### config.mk
export PLATFORM = sky130hd
export DESIGN_NAME = dsp_timer
export DESIGN_NICKNAME = d
export VERILOG_FILES = /design/src/logic/dsp_pkg.sv /design/src/logic/dsp_timer.sv
export VERILOG_INCLUDE_DIRS = /design/src /design/src/logic
export SDC_FILE = /design/constraint.sdc
export NUM_CORES = 1
export LEC_CHECK = 0
export BUFFER_PORTS_ARGS = -buffer_cell sky130_fd_sc_hd__buf_2
export CAP_MARGIN = 25
export CORE_ASPECT_RATIO = 1.5
export CORE_MARGIN = 8
export CORE_UTILIZATION = 50
export CTS_CLUSTER_DIAMETER = 120
export DETAILED_ROUTE_END_ITERATION = 6
export PLACE_DENSITY = 0.79
export SLEW_MARGIN = 20
export SYNTH_ARGS = -nofsm -noshare
export SYNTH_HDL_FRONTEND = slang
export SYNTH_SLANG_ARGS = --single-unit
### constraint.sdc
create_clock -name aclk -period 6.1 [get_ports aclk]
set_input_delay 1.22 -clock aclk [delete_from_list [all_inputs] [get_ports aclk]]
set_output_delay 1.22 -clock aclk [all_outputs]
set_load 0.02 [all_outputs]
### src/logic/dsp_params.svh
`ifndef DSP_PARAMS_SVH
`define DSP_PARAMS_SVH
`define DSP_BOTTOM 16'h0000
`define DSP_TOP_8BIT 16'h00FF
`define DSP_TOP_9BIT 16'h01FF
`define DSP_TOP_10BIT 16'h03FF
`define DSP_MIN_TOP 16'h0003
`define DSP_WGM_PC8 4'h1
`define DSP_WGM_PC9 4'h2
`define DSP_WGM_PC10 4'h3
`define DSP_WGM_PFC_ICR 4'h8
`define DSP_WGM_PFC_OCA 4'h9
`define DSP_WGM_PC_ICR 4'hA
`define DSP_WGM_PC_OCA 4'hB
`define DSP_ADDR_CTRL 12'h000
`define DSP_ADDR_PRESC 12'h004
`define DSP_ADDR_CMPA 12'h008
`define DSP_ADDR_CMPB 12'h00C
`define DSP_ADDR_CAPTOP 12'h010
`define DSP_ADDR_COUNT 12'h014
`define DSP_ADDR_FLAGS 12'h018
`define DSP_ADDR_ACTA 12'h01C
`define DSP_ADDR_ACTB 12'h020
`define DSP_FLAG_OVF 0
`define DSP_FLAG_CMPA 1
`define DSP_FLAG_CMPB 2
`define DSP_FLAG_CAP 3
`define DSP_DIV_1 11'h001
`define DSP_DIV_8 11'h008
`define DSP_DIV_64 11'h040
`define DSP_DIV_256 11'h100
`define DSP_DIV_1024 11'h400
`define DSP_RESP_OKAY 2'h0
`define DSP_RESP_SLVERR 2'h2
`endif

### src/logic/dsp_pkg.sv
package dsp_pkg;
	typedef struct packed {
		logic [11:0] addr;
		logic [31:0] data;
		logic [3:0] strb;
	} dsp_wreq_type;
	typedef struct packed {
		logic awready;
		logic wready;
		logic bvalid;
		logic [1:0] bresp;
		logic arready;
		logic rvalid;
		logic [31:0] rdata;
		logic [1:0] rresp;
		logic aw_got;
		logic w_got;
		logic [11:0] aw_addr;
		logic [31:0] w_data;
		logic [3:0] w_strb;
		logic [3:0] wgm;
		logic [1:0] act_a;
		logic [1:0] act_b;
		logic [2:0] presc;
		logic [10:0] div_cnt;
		logic [15:0] count;
		logic down;
		logic [15:0] cmpa;
		logic [15:0] cmpb;
		logic [15:0] cmpa_buf;
		logic [15:0] cmpb_buf;
		logic [15:0] captop;
		logic [3:0] flags;
		logic [1:0] wave;
		logic [1:0] pin_out;
		logic [1:0] pin_oe;
		logic [1:0] dir_pin;
		logic [1:0] dir_meta;
		logic [1:0] port_val_s;
		logic [1:0] port_val_meta;
	} dsp_state_type;
endpackage

### src/logic/dsp_timer.sv
//
// Behaviour
// - phase correct TOP: fixed FF/1FF/3FF for codes 1-3, capture 10, compare A 11.
// - counter runs bottom to TOP and back in both dual-slope modes.
// - counter stays at TOP for one enable before counting down.
// - phase correct sets overflow flag when counter reaches bottom.
// - phase correct buffer load at TOP sets compare A flag in code 11, capture flag in code 10, neither in codes 1-3.
// - compare flag sets when the counter steps onto its compare value in a dual-slope mode.
// - fixed TOP masks compare bits above resolution on write.
// - action 10 gives non-inverted PWM, 11 gives inverted.
// - non-inverted clears on up-count match, sets on down-count match.
// - wave reaches pin only when pin direction is output.
// - phase correct, action 10: compare at bottom gives low, at TOP high; action 11 the reverse.
// - code 11 with action 1 toggles output A, fifty percent duty.
// - phase-frequency TOP from capture for code 8, compare A for 9.
// - phase-frequency loads compare buffers and sets overflow at bottom.
// - phase-frequency sets compare A or capture flag at TOP.
// - code 9 with action 1 toggles output A, fifty percent duty.
// - phase-frequency, action 10: compare at bottom low, at TOP high; action 11 the reverse.
// - counter advances only on prescaler enables of 1,8,64,256,1024.
// - action 01 toggles output A only in codes 9 or 11, else disconnected.
// - compare writes go to a buffer copied at the mode update point.
//
// The AXI4-Lite register port and the register offsets were chosen for this implementation.
`include "dsp_params.svh"
module dsp_timer (
	input wire logic aclk,
	input wire logic aresetn,
	input wire logic [11:0] s_axi_awaddr,
	input wire logic s_axi_awvalid,
	output logic s_axi_awready,
	input wire logic [31:0] s_axi_wdata,
	input wire logic [3:0] s_axi_wstrb,
	input wire logic s_axi_wvalid,
	output logic s_axi_wready,
	output logic [1:0] s_axi_bresp,
	output logic s_axi_bvalid,
	input wire logic s_axi_bready,
	input wire logic [11:0] s_axi_araddr,
	input wire logic s_axi_arvalid,
	output logic s_axi_arready,
	output logic [31:0] s_axi_rdata,
	output logic [1:0] s_axi_rresp,
	output logic s_axi_rvalid,
	input wire logic s_axi_rready,
	input wire logic [1:0] wave_pin_direction,
	input wire logic [1:0] port_out_value,
	output logic [1:0] wave_pin_out,
	output logic [1:0] wave_pin_oe
);
	dsp_pkg::dsp_state_type st_r;
	dsp_pkg::dsp_state_type st_nxt;

	function automatic logic is_dual(input logic [3:0] m);
		is_dual = (m == `DSP_WGM_PC8) || (m == `DSP_WGM_PC9) || (m == `DSP_WGM_PC10) ||
			(m == `DSP_WGM_PFC_ICR) || (m == `DSP_WGM_PFC_OCA) ||
			(m == `DSP_WGM_PC_ICR) || (m == `DSP_WGM_PC_OCA);
	endfunction

	// all-ones mask for fixed TOP modes, else full width
	function automatic logic [15:0] fixed_mask(input logic [3:0] m);
		case (m)
			`DSP_WGM_PC8: fixed_mask = `DSP_TOP_8BIT;
			`DSP_WGM_PC9: fixed_mask = `DSP_TOP_9BIT;
			`DSP_WGM_PC10: fixed_mask = `DSP_TOP_10BIT;
			default: fixed_mask = 16'hFFFF;
		endcase
	endfunction

	function automatic logic top_is_oca(input logic [3:0] m);
		top_is_oca = (m == `DSP_WGM_PC_OCA) || (m == `DSP_WGM_PFC_OCA);
	endfunction

	function automatic logic top_is_cap(input logic [3:0] m);
		top_is_cap = (m == `DSP_WGM_PC_ICR) || (m == `DSP_WGM_PFC_ICR);
	endfunction

	function automatic logic [10:0] div_of(input logic [2:0] p);
		case (p)
			3'h1: div_of = `DSP_DIV_1;
			3'h2: div_of = `DSP_DIV_8;
			3'h3: div_of = `DSP_DIV_64;
			3'h4: div_of = `DSP_DIV_256;
			3'h5: div_of = `DSP_DIV_1024;
			default: div_of = 11'h000;
		endcase
	endfunction

	logic [15:0] top_val;
	logic tick;
	logic pfc_mode;
	logic dual;
	logic at_top;
	logic at_bot;
	logic [1:0] match;
	logic [1:0] wave_en;
	logic [31:0] rd_data;
	logic rd_ok;
	logic wr_ok;
	logic [15:0] wr16;
	logic [1:0] ev;
	logic [3:0] fset;

	always_comb begin
		dual = is_dual(st_r.wgm);
		pfc_mode = (st_r.wgm == `DSP_WGM_PFC_ICR) || (st_r.wgm == `DSP_WGM_PFC_OCA);
		// fixed TOP or register TOP
		if (top_is_oca(st_r.wgm)) begin
			top_val = st_r.cmpa;
		end else if (top_is_cap(st_r.wgm)) begin
			top_val = st_r.captop;
		end else begin
			top_val = fixed_mask(st_r.wgm);
		end
		// counter moves only on a prescaler enable
		tick = (div_of(st_r.presc) != 11'h000) &&
			(st_r.div_cnt == div_of(st_r.presc) - 11'h001);
		at_top = (st_r.count == top_val);
		at_bot = (st_r.count == `DSP_BOTTOM);
		match[0] = (st_r.count == st_r.cmpa);
		match[1] = (st_r.count == st_r.cmpb);
		rd_ok = 1'b1;
		case (st_r.aw_addr)
			default: wr_ok = 1'b0;
			`DSP_ADDR_CTRL, `DSP_ADDR_PRESC, `DSP_ADDR_CMPA, `DSP_ADDR_CMPB,
			`DSP_ADDR_CAPTOP, `DSP_ADDR_COUNT, `DSP_ADDR_FLAGS,
			`DSP_ADDR_ACTA, `DSP_ADDR_ACTB: wr_ok = 1'b1;
		endcase
		wr16 = st_r.w_data[15:0];
		case (s_axi_araddr)
			`DSP_ADDR_CTRL: rd_data = {28'h0000000, st_r.wgm};
			`DSP_ADDR_PRESC: rd_data = {29'h0000000, st_r.presc};
			`DSP_ADDR_CMPA: rd_data = {16'h0000, st_r.cmpa_buf};
			`DSP_ADDR_CMPB: rd_data = {16'h0000, st_r.cmpb_buf};
			`DSP_ADDR_CAPTOP: rd_data = {16'h0000, st_r.captop};
			`DSP_ADDR_COUNT: rd_data = {16'h0000, st_r.count};
			`DSP_ADDR_FLAGS: rd_data = {28'h0000000, st_r.flags};
			`DSP_ADDR_ACTA: rd_data = {30'h0000000, st_r.act_a};
			`DSP_ADDR_ACTB: rd_data = {30'h0000000, st_r.act_b};
			default: begin
				rd_data = 32'h00000000;
				rd_ok = 1'b0;
			end
		endcase
	end

	always_comb begin
		st_nxt = st_r;
		// events kept apart so a same-cycle clear cannot undo them
		fset = 4'h0;
		ev = 2'h0;
		st_nxt.dir_meta = wave_pin_direction;
		st_nxt.dir_pin = st_r.dir_meta;
		st_nxt.port_val_meta = port_out_value;
		st_nxt.port_val_s = st_r.port_val_meta;
		st_nxt.div_cnt = tick || (div_of(st_r.presc) == 11'h000) ? 11'h000 :
			st_r.div_cnt + 11'h001;
		// counting and events
		if (dual && tick) begin
			if (!st_r.down) begin
				// turn in the same step, so TOP and BOTTOM each last one enable
				if (at_top) begin
					st_nxt.down = 1'b1;
					st_nxt.count = st_r.count - 16'h0001;
				end else begin
					st_nxt.count = st_r.count + 16'h0001;
				end
			end else begin
				if (at_bot) begin
					st_nxt.down = 1'b0;
					st_nxt.count = st_r.count + 16'h0001;
				end else begin
					st_nxt.count = st_r.count - 16'h0001;
				end
			end
			// flags on arrival at TOP or BOTTOM, compare on arrival at value
			if (st_nxt.count != st_r.count) begin
				if (st_nxt.count == `DSP_BOTTOM) begin
					fset[`DSP_FLAG_OVF] = 1'b1;
					if (pfc_mode) begin
						st_nxt.cmpa = st_r.cmpa_buf;
						st_nxt.cmpb = st_r.cmpb_buf;
					end
				end
				if (st_nxt.count == top_val) begin
					if (!pfc_mode) begin
						st_nxt.cmpa = st_r.cmpa_buf;
						st_nxt.cmpb = st_r.cmpb_buf;
					end
					if (top_is_oca(st_r.wgm)) begin
						fset[`DSP_FLAG_CMPA] = 1'b1;
					end
					if (top_is_cap(st_r.wgm)) begin
						fset[`DSP_FLAG_CAP] = 1'b1;
					end
				end
				ev[0] = (st_nxt.count == st_nxt.cmpa);
				ev[1] = (st_nxt.count == st_nxt.cmpb);
				fset[`DSP_FLAG_CMPA] = fset[`DSP_FLAG_CMPA] | ev[0];
				fset[`DSP_FLAG_CMPB] = fset[`DSP_FLAG_CMPB] | ev[1];
				// going up next means st_nxt.count > old; equal to TOP counts as up
				if (ev[0]) begin
					case (st_r.act_a)
						2'h1: begin
							if (top_is_oca(st_r.wgm)) begin
								st_nxt.wave[0] = ~st_r.wave[0];
							end
						end
						2'h2: st_nxt.wave[0] = st_nxt.down;
						2'h3: st_nxt.wave[0] = ~st_nxt.down;
						default: st_nxt.wave[0] = st_r.wave[0];
					endcase
				end
				if (ev[1]) begin
					case (st_r.act_b)
						2'h2: st_nxt.wave[1] = st_nxt.down;
						2'h3: st_nxt.wave[1] = ~st_nxt.down;
						default: st_nxt.wave[1] = st_r.wave[1];
					endcase
				end
			end
		end
		st_nxt.flags = st_r.flags | fset;
		// extremes: bottom keeps level low, TOP keeps it high (non-inverted)
		for (int i = 0; i < 2; i++) begin
			if (dual && ((i == 0 ? st_r.act_a : st_r.act_b) >= 2'h2)) begin
				if ((i == 0 ? st_r.cmpa : st_r.cmpb) == `DSP_BOTTOM) begin
					st_nxt.wave[i] = ((i == 0 ? st_r.act_a : st_r.act_b) == 2'h3);
				end else if ((i == 0 ? st_r.cmpa : st_r.cmpb) == top_val) begin
					st_nxt.wave[i] = ((i == 0 ? st_r.act_a : st_r.act_b) == 2'h2);
				end
			end
		end
		// axi write
		if (s_axi_awvalid && st_r.awready) begin
			st_nxt.aw_got = 1'b1;
			st_nxt.aw_addr = s_axi_awaddr;
			st_nxt.awready = 1'b0;
		end
		if (s_axi_wvalid && st_r.wready) begin
			st_nxt.w_got = 1'b1;
			st_nxt.w_data = s_axi_wdata;
			st_nxt.w_strb = s_axi_wstrb;
			st_nxt.wready = 1'b0;
		end
		if (st_r.aw_got && st_r.w_got && !st_r.bvalid) begin
			st_nxt.aw_got = 1'b0;
			st_nxt.w_got = 1'b0;
			st_nxt.bvalid = 1'b1;
			st_nxt.bresp = wr_ok ? `DSP_RESP_OKAY : `DSP_RESP_SLVERR;
			if (st_r.w_strb[0]) begin
				case (st_r.aw_addr)
					`DSP_ADDR_CTRL: begin
						st_nxt.wgm = wr16[3:0];
						if (is_dual(wr16[3:0]) && (wr16[3:0] != st_r.wgm)) begin
							st_nxt.down = 1'b0;
						end
					end
					`DSP_ADDR_PRESC: st_nxt.presc = wr16[2:0];
					`DSP_ADDR_ACTA: st_nxt.act_a = wr16[1:0];
					`DSP_ADDR_ACTB: st_nxt.act_b = wr16[1:0];
					// write one to clear; a same-cycle event still wins
					`DSP_ADDR_FLAGS: st_nxt.flags = (st_r.flags & ~wr16[3:0]) | fset;
					default: st_nxt.flags = st_nxt.flags;
				endcase
			end
			if (st_r.w_strb[1:0] == 2'h3) begin
				case (st_r.aw_addr)
					`DSP_ADDR_CMPA: st_nxt.cmpa_buf = wr16 & fixed_mask(st_r.wgm);
					`DSP_ADDR_CMPB: st_nxt.cmpb_buf = wr16 & fixed_mask(st_r.wgm);
					`DSP_ADDR_CAPTOP: st_nxt.captop = wr16;
					`DSP_ADDR_COUNT: st_nxt.count = wr16;
					default: st_nxt.captop = st_nxt.captop;
				endcase
			end
		end
		if (st_r.bvalid && s_axi_bready) begin
			st_nxt.bvalid = 1'b0;
			st_nxt.awready = 1'b1;
			st_nxt.wready = 1'b1;
		end
		// axi read
		if (s_axi_arvalid && st_r.arready) begin
			st_nxt.arready = 1'b0;
			st_nxt.rvalid = 1'b1;
			st_nxt.rdata = rd_data;
			st_nxt.rresp = rd_ok ? `DSP_RESP_OKAY : `DSP_RESP_SLVERR;
		end
		if (st_r.rvalid && s_axi_rready) begin
			st_nxt.rvalid = 1'b0;
			st_nxt.arready = 1'b1;
		end
		// pins: wave only when connected and pin set as output
		wave_en[0] = dual && ((st_r.act_a[1]) || (st_r.act_a == 2'h1 && top_is_oca(st_r.wgm)));
		wave_en[1] = dual && st_r.act_b[1];
		for (int j = 0; j < 2; j++) begin
			st_nxt.pin_oe[j] = st_r.dir_pin[j];
			st_nxt.pin_out[j] = wave_en[j] ? st_r.wave[j] : st_r.port_val_s[j];
		end
	end

	always_ff @(posedge aclk) begin
		if (!aresetn) begin
			st_r <= '0;
			st_r.awready <= 1'b1;
			st_r.wready <= 1'b1;
			st_r.arready <= 1'b1;
		end else begin
			st_r <= st_nxt;
		end
	end

	assign s_axi_awready = st_r.awready;
	assign s_axi_wready = st_r.wready;
	assign s_axi_bvalid = st_r.bvalid;
	assign s_axi_bresp = st_r.bresp;
	assign s_axi_arready = st_r.arready;
	assign s_axi_rvalid = st_r.rvalid;
	assign s_axi_rdata = st_r.rdata;
	assign s_axi_rresp = st_r.rresp;
	assign wave_pin_out = st_r.pin_out;
	assign wave_pin_oe = st_r.pin_oe;
endmodule // dsp_timer

# Word level (Yosys, flattened, before mapping)

Index checks and enable logic that the tools add are counted.

Output and inout bits: 45
RAM bits: 0
Memory bits (read-only): 0
Logic and storage cells: 216
Memories: 0
Register bits after elaboration: 210
Input bits: 71
Latch bits: 0

Reduce and logical (&&, ||, !) cells: 55
Equal/unequal tests: 50
Div/mod/pow operators: 0
Multipliers: 0
Magnitude comparators: 2
Shift operators: 0
$add $sub $neg: 4
Bitwise gates (word level): 10
Muxes and demuxes: 62

Operators by type and width:

| kind                                                                    | count |
|---|---|
| 32-bit 2-to-1 mux                                                       | 7 |
| 16-bit 2-to-1 mux                                                       | 12 |
| 16-bit one-hot mux with 9 select lines                                  | 1 |
| 12-bit by 5-bit equality test with 1-bit output (second input constant) | 8 |
| 16-bit equality test                                                    | 6 |
| 16-bit logical NOT                                                      | 4 |
| 11-bit one-hot mux with 5 select lines                                  | 1 |
| 17-bit 2-to-1 mux                                                       | 3 |
| 49-bit 2-to-1 mux                                                       | 1 |
| 12-bit by 4-bit equality test with 1-bit output (second input constant) | 4 |
| 16-bit one-hot mux with 3 select lines                                  | 1 |
| 16-bit bitwise AND                                                      | 2 |
| 4-bit equality test (second input constant)                             | 8 |
| 1-bit 2-to-1 mux                                                        | 25 |
| 12-bit by 3-bit equality test with 1-bit output (second input constant) | 2 |
| 12-bit by 6-bit equality test with 1-bit output (second input constant) | 2 |
| 12-bit logical NOT                                                      | 2 |
| 3-bit AND reduction                                                     | 7 |
| 4-bit 2-to-1 mux                                                        | 5 |
| 9-bit OR reduction                                                      | 2 |
| 1-bit logical OR                                                        | 17 |
| 16-bit by 1-bit adder with 16-bit output (second input constant)        | 1 |
| 4-bit by 2-bit equality test with 1-bit output (second input constant)  | 4 |
| 16-bit != test                                                          | 1 |
| 26 further kinds                                                        | 57 |

# Logic depth before layout (Yosys ltp)

Depth after elaboration: 23
Depth in mapped cells: 23
Mapped depth without buffers: 19

# Worst setup path before layout

OpenSTA, ideal clock, no wires.

Path kind: reg-to-reg
Start point: register st_r[133] (netlist bit)
End point: register st_r[12] (netlist bit)
Cell stages (with the launch flop): 19
Clock period less this slack: 5,580 ps
Library setup time: 74 ps
Arrival: 5,506 ps
Setup slack: 520 ps
Path buffers: 3
Data required time: 6,026 ps
Path through: dfxtp_1 > buf_4 > nand2b_1 > and3_1 > xnor2_1 > or4_4 > or4_1 > buf_2 > o31ai_4 > mux2_2 > a2111oi_2 > nor4b_4 > o2bb2a_4 > buf_6 > or4_1 > o21a_1 > or4_4 > or3_1 > a31oi_1

Cells in the longest elaborated chain, start to end: 21
Elaborated cells between the ends (all ways): 46
Classes of those cells: 12 x eq/ne; 21 x mux; 1 x bitwise; 12 x reduce/logical

Ends and longest elaborated chain:

| what                                                                         | RTL line                         | source |
|---|---|---|
| start, declared                                                              | dsp_timer.sv:51                  | `dsp_pkg::dsp_state_type st_r;` |
| start signal, assigned                                                       | dsp_timer.sv:309                 | `st_r <= st_nxt;` |
| 4-bit by 2-bit equality test with 1-bit output, or another cell as far along | dsp_timer.sv:62                  | `case (m)` |
| 16-bit one-hot mux with 3 select lines or 1-bit logical OR (tied branches)   | dsp_timer.sv:62, dsp_timer.sv:75 |  |
| 16-bit 2-to-1 mux                                                            | dsp_timer.sv:110                 | `end else if (top_is_cap(st_r.wgm)) begin` |
| 16-bit 2-to-1 mux                                                            | dsp_timer.sv:108                 | `if (top_is_oca(st_r.wgm)) begin` |
| 16-bit equality test                                                         | dsp_timer.sv:118                 | `at_top = (st_r.count == top_val);` |
| 16-bit 2-to-1 mux                                                            | dsp_timer.sv:162                 | `if (at_top) begin` |
| 17-bit 2-to-1 mux                                                            | dsp_timer.sv:160                 | `if (!st_r.down) begin` |
| 17-bit 2-to-1 mux                                                            | dsp_timer.sv:159                 | `if (dual && tick) begin` |
| [... 5 more ...]                                                             | -                                |  |
| 32-bit 2-to-1 mux                                                            | dsp_timer.sv:159                 |  |
| 16-bit equality test                                                         | dsp_timer.sv:197                 | `ev[0] = (st_nxt.count == st_nxt.cmpa);` |
| 1-bit 2-to-1 mux                                                             | dsp_timer.sv:202                 | `if (ev[0]) begin` |
| 2-bit 2-to-1 mux                                                             | dsp_timer.sv:177                 | `if (st_nxt.count != st_r.count) begin` |
| 2-bit 2-to-1 mux                                                             | dsp_timer.sv:159                 |  |
| 1-bit 2-to-1 mux                                                             | dsp_timer.sv:229                 | `end else if ((i == 0 ? st_r.cmpa : st_r.cmpb) == top_val) begin` |
| 1-bit 2-to-1 mux                                                             | dsp_timer.sv:227                 | `` if ((i == 0 ? st_r.cmpa : st_r.cmpb) == `DSP_BOTTOM) begin `` |
| 1-bit 2-to-1 mux *                                                           | dsp_timer.sv:226                 | `if (dual && ((i == 0 ? st_r.act_a : st_r.act_b) >= 2'h2)) begin` |

Every way passes the cells marked *; elsewhere a longest branch is shown, timed or not. The select of a mux whose other input is x is not followed.
A chain may end at the register's enable or synchronous reset.

# Worst setup path after layout

Start point: register st_r[136] (netlist bit)
End point: register st_r[12] (netlist bit)

The elaborated chain is that of the path after synthesis.

==> impl_metrics.json <==
{
  "outcome": "complete, no violations",
  "die_area_um2": 30000,
  "synth_fa_ha_area_share_pct": 0.590,
  "startpoint_type": "flop",
  "fin_crit_ns": 5.85,
  "cp.required_ns": 6.47,
  "die_h_um": 208,
  "rsz0062_at_grt": "no",
  "utilization_pct": 56.3,
  "fin_skew_ns": 0.0144,
  "arrival_ns": 6.22,
  "cts_root_buffer": "clkbuf_16",
  "dp.cells": 1909,
  "die_w_um": 144,
  "numCtsBuffers": 17,
  "synth_xor_area_share_pct": 8.37,
  "synth_top_area_share_pct": 31.3,
  "holdPathStages": 1,
  "postSynthCellCount": 1556,
  "htreeDepth": 4,
  "syn2layout_area_growth_pct": 11.0,
  "p_total_mw": 2.54,
  "antenna_found_initial": 0,
  "worst_pin_slew_ns": 1.02,
  "finalHoldViolCount": 0,
  "use_met2_pct": 51.9,
  "grtUsageMet3_pct": 3.90,
  "cts_tree": "yes",
  "busiest_layer": "met2",
  "overflow": 0,
  "place.gp.congestion": 1.05,
  "synthesis.area_um2": 12300,
  "cts_buffer_depth": 2,
  "vias": 11995,
  "clk_pin_slew_ns": 0.07,
  "ys_types": 79,
  "maxSlewHeadroom_pct": 32.1,
  "grt_max_degree": 68,
  "ios": 116,
  "port_buffers": 79,
  "core_area_um2": 24300,
  "cts_hold_buf": 0,
  "synth_compound_area_share_pct": 19.4,
  "crit_fanout": 12,
  "grt_pass1_vias": 11792,
  "grt_util_met1_pct": 34.3,
  "multi_input_area_um2": 7730,
  "vdd_ir_drop_max_mv": 0.210,
  "netlist_top_cells_area": "dfxtp_1 (31%), nand2_1 (7.5%), mux2i_1 (5.8%)",
  "drt-initial-drc-count": 1149,
  "synthMuxAreaShare_pct": 8.07,
  "ys.flop_type": "dfxtp_1",
  "slowest_delay_ns": 0.61,
  "crit_path_cell_trace": "nor2b_4, o211ai_2, xor2_1, or4_4, or4_1, o31ai_4, buf_4, mux2i_1, xnor2_2, nand4_1, o2bb2a_4, or4_1, o21a_1, or4_4, or3_1, a31oi_1",
  "synth_edf_count": 0,
  "vias_per_cell": 6.17,
  "leakagePower_nw": 5.40,
  "power_density_nw_per_um2": 186,
  "drive_gt1_share_pct": 15.4,
  "avgSynthCellArea_um2": 7.90,
  "r2r_cells": 16,
  "clock_latency_ns": 0.44,
  "ys_ff_latch": 192,
  "drt-pass1-iter-count": 5,
  "dp_hpwl_um": 35200,
  "finalNonFillerCells": 1943,
  "fin_nets": 1682,
  "drv_slew": 0,
  "finalCritPeriodShare_pct": 95.9,
  "routed_wirelength_um": 46200,
  "seq_area_frac_synth_pct": 31.3,
  "finalSetupViolCount": 0,
  "crit_type": "flop to flop",
  "grtUsageTotal_pct": 30.8,
  "yosys.area.top_type": "dfxtp_1",
  "grt_pass1_wl_um": 69500,
  "wl_per_cell_um": 23.8,
  "synth_top_family_by_area": "simple AND/OR/NAND/NOR gates",
  "drc": 0,
  "holdCritPathClass": "flop to flop",
  "ys_async_sr_fraction_pct": 0,
  "rows": 70,
  "yosys.area_share.simple_pct": 25.7,
  "tns_ns": 0,
  "crit_slowest_cell": "or4_1",
  "final.fill_count": 2285,
  "antenna_left": 0,
  "yosys_warnings": 0,
  "critPathCaptureType": "flop",
  "initial_core_util_pct": 50.7,
  "max_freq_mhz": 171,
  "regArea_um2": 3840,
  "antennaDiodeCount": 0,
  "cts_sinks": 192,
  "drv_cap": 0,
  "whs_ns": 0.437
}
-- path summary, 6_finish.rpt --
check | endpoint | start | slack, ns
max | st_r[12] | st_r[136] | 0.25
min | st_r[3] | st_nxt[3] | 0.44
max reg2reg | st_r[12] | st_r[136] | 0.25
min reg2reg | st_r[3] | st_nxt[3] | 0.44
-- power by group --
group	switching [mW]	internal (mW)	total (mW)	leakage [nW]
registers	0.0239	1.27	1.30	1.56
logic	0.0699	0.0452	0.115	3.56
clock network	0.541	0.590	1.13	0.287
total	0.634	1.91	2.54	5.40
-- kinds of logic after synthesis --
kind of cell | count (synthesis)
fa+ha+maj | 6
buf+inv | 171
simple gates | 635
flops | 192
compound gates | 340
other cells | 1
mux | 96
xor+xnor | 115
-- critical path, delay by kind of cell (launching register included) --
family | cells | cell delay [ns]
AO/OA/AOI/OAI | 5 | 1.08
XOR/XNOR | 2 | 0.39
buffers and inverters | 1 | 0.32
flip-flops | 1 | 0.35
multiplexers | 1 | 0.45
AND/OR/NAND/NOR | 7 | 3.18
-- registers in the layout (all words and copies together) (netlist names), 2 cells and up --
signal,flops
s_axi_rdata,16
st_nxt,6
st_r,159
wave_pin_oe,2
wave_pin_out,2
-- Yosys cell counts, types with 35 or more instances --
cell	n
xor2_1	47
dfxtp_1	192
mux2i_1	71
nor3_1	35
xnor2_1	65
clkbuf_1	80
and2_1	37
nor2b_1	69
nand3_1	36
buf_4	41
a21oi_1	69
nand2_1	247
o21ai_0	48
nor2_1	85
a21boi_0	72
-- metal layers --
| layer | routed length [um] | vias to the layer above |
|---|---|---|
| li1 | - | 5503 |
| met1 | 16900 | 5694 |
| met3 | 2960 | 185 |
| met2 | 22600 | 613 |
| met4 | 3770 | 0 |
| met5 | 0 | - |
-- metrics by stage --
| stage | setup slack (ns) | area [um2] |
|---|---|---|
| 3_5_place_dp | 0.118 | 13000 |
| 3_3_place_gp | 0.216 | 13000 |
| 4_1_cts | 0.104 | 13600 |
| 5_1_grt | 0.0533 | 13600 |
| 2_1_floorplan | 0.520 | 12400 |
| 6_report | 0.249 | 13600 |
-- area by class of cell --
| class | instances | share of cell area [%] |
|---|---|---|
| sequential | 192 | 28.2 |
| multi-input combinational | 1210 | 56.6 |
| tap | 324 | 2.97 |
| clock buffer | 18 | 3.22 |
| clock inverter | 14 | 1.05 |
| inverter | 33 | 0.908 |
| timing repair buffer | 152 | 7.05 |
-- cells in the final DEF, fill, tap and decap left out, types with 6 or more instances in the layout --
cell type and count:
nand2_1 247, dfxtp_1 191, nor2_1 85, buf_2 78, a21boi_0 72, buf_4 72, nor2b_1 69, a21oi_1 69
mux2i_1 69, xnor2_1 65, o21ai_0 48, xor2_1 47, and2_1 37, nand3_1 36, nor3_1 34, inv_1 31
nor4_1 25, mux2_2 25, a22oi_1 22, nand2b_1 21, conb_1 18, clkbuf_16 17, nand4_1 16, a31oi_1 14
o211ai_1 12, o211a_1 12, and3_1 11, o2111ai_1 11, o22ai_1 10, or3_1 9, or4_1 8, inv_6 7
a211oi_1 6, o31ai_1 6, o21a_1 6, a21o_1 6, a221oi_1 6
-- timing repair --
action                                  4_1_cts  5_1_grt
endpoints found under the setup margin        0        3
setup buffers                                 0        2
resized for setup                             0        4
hold endpoints to repair                      0        0
(Power assumes the default switching activity.)
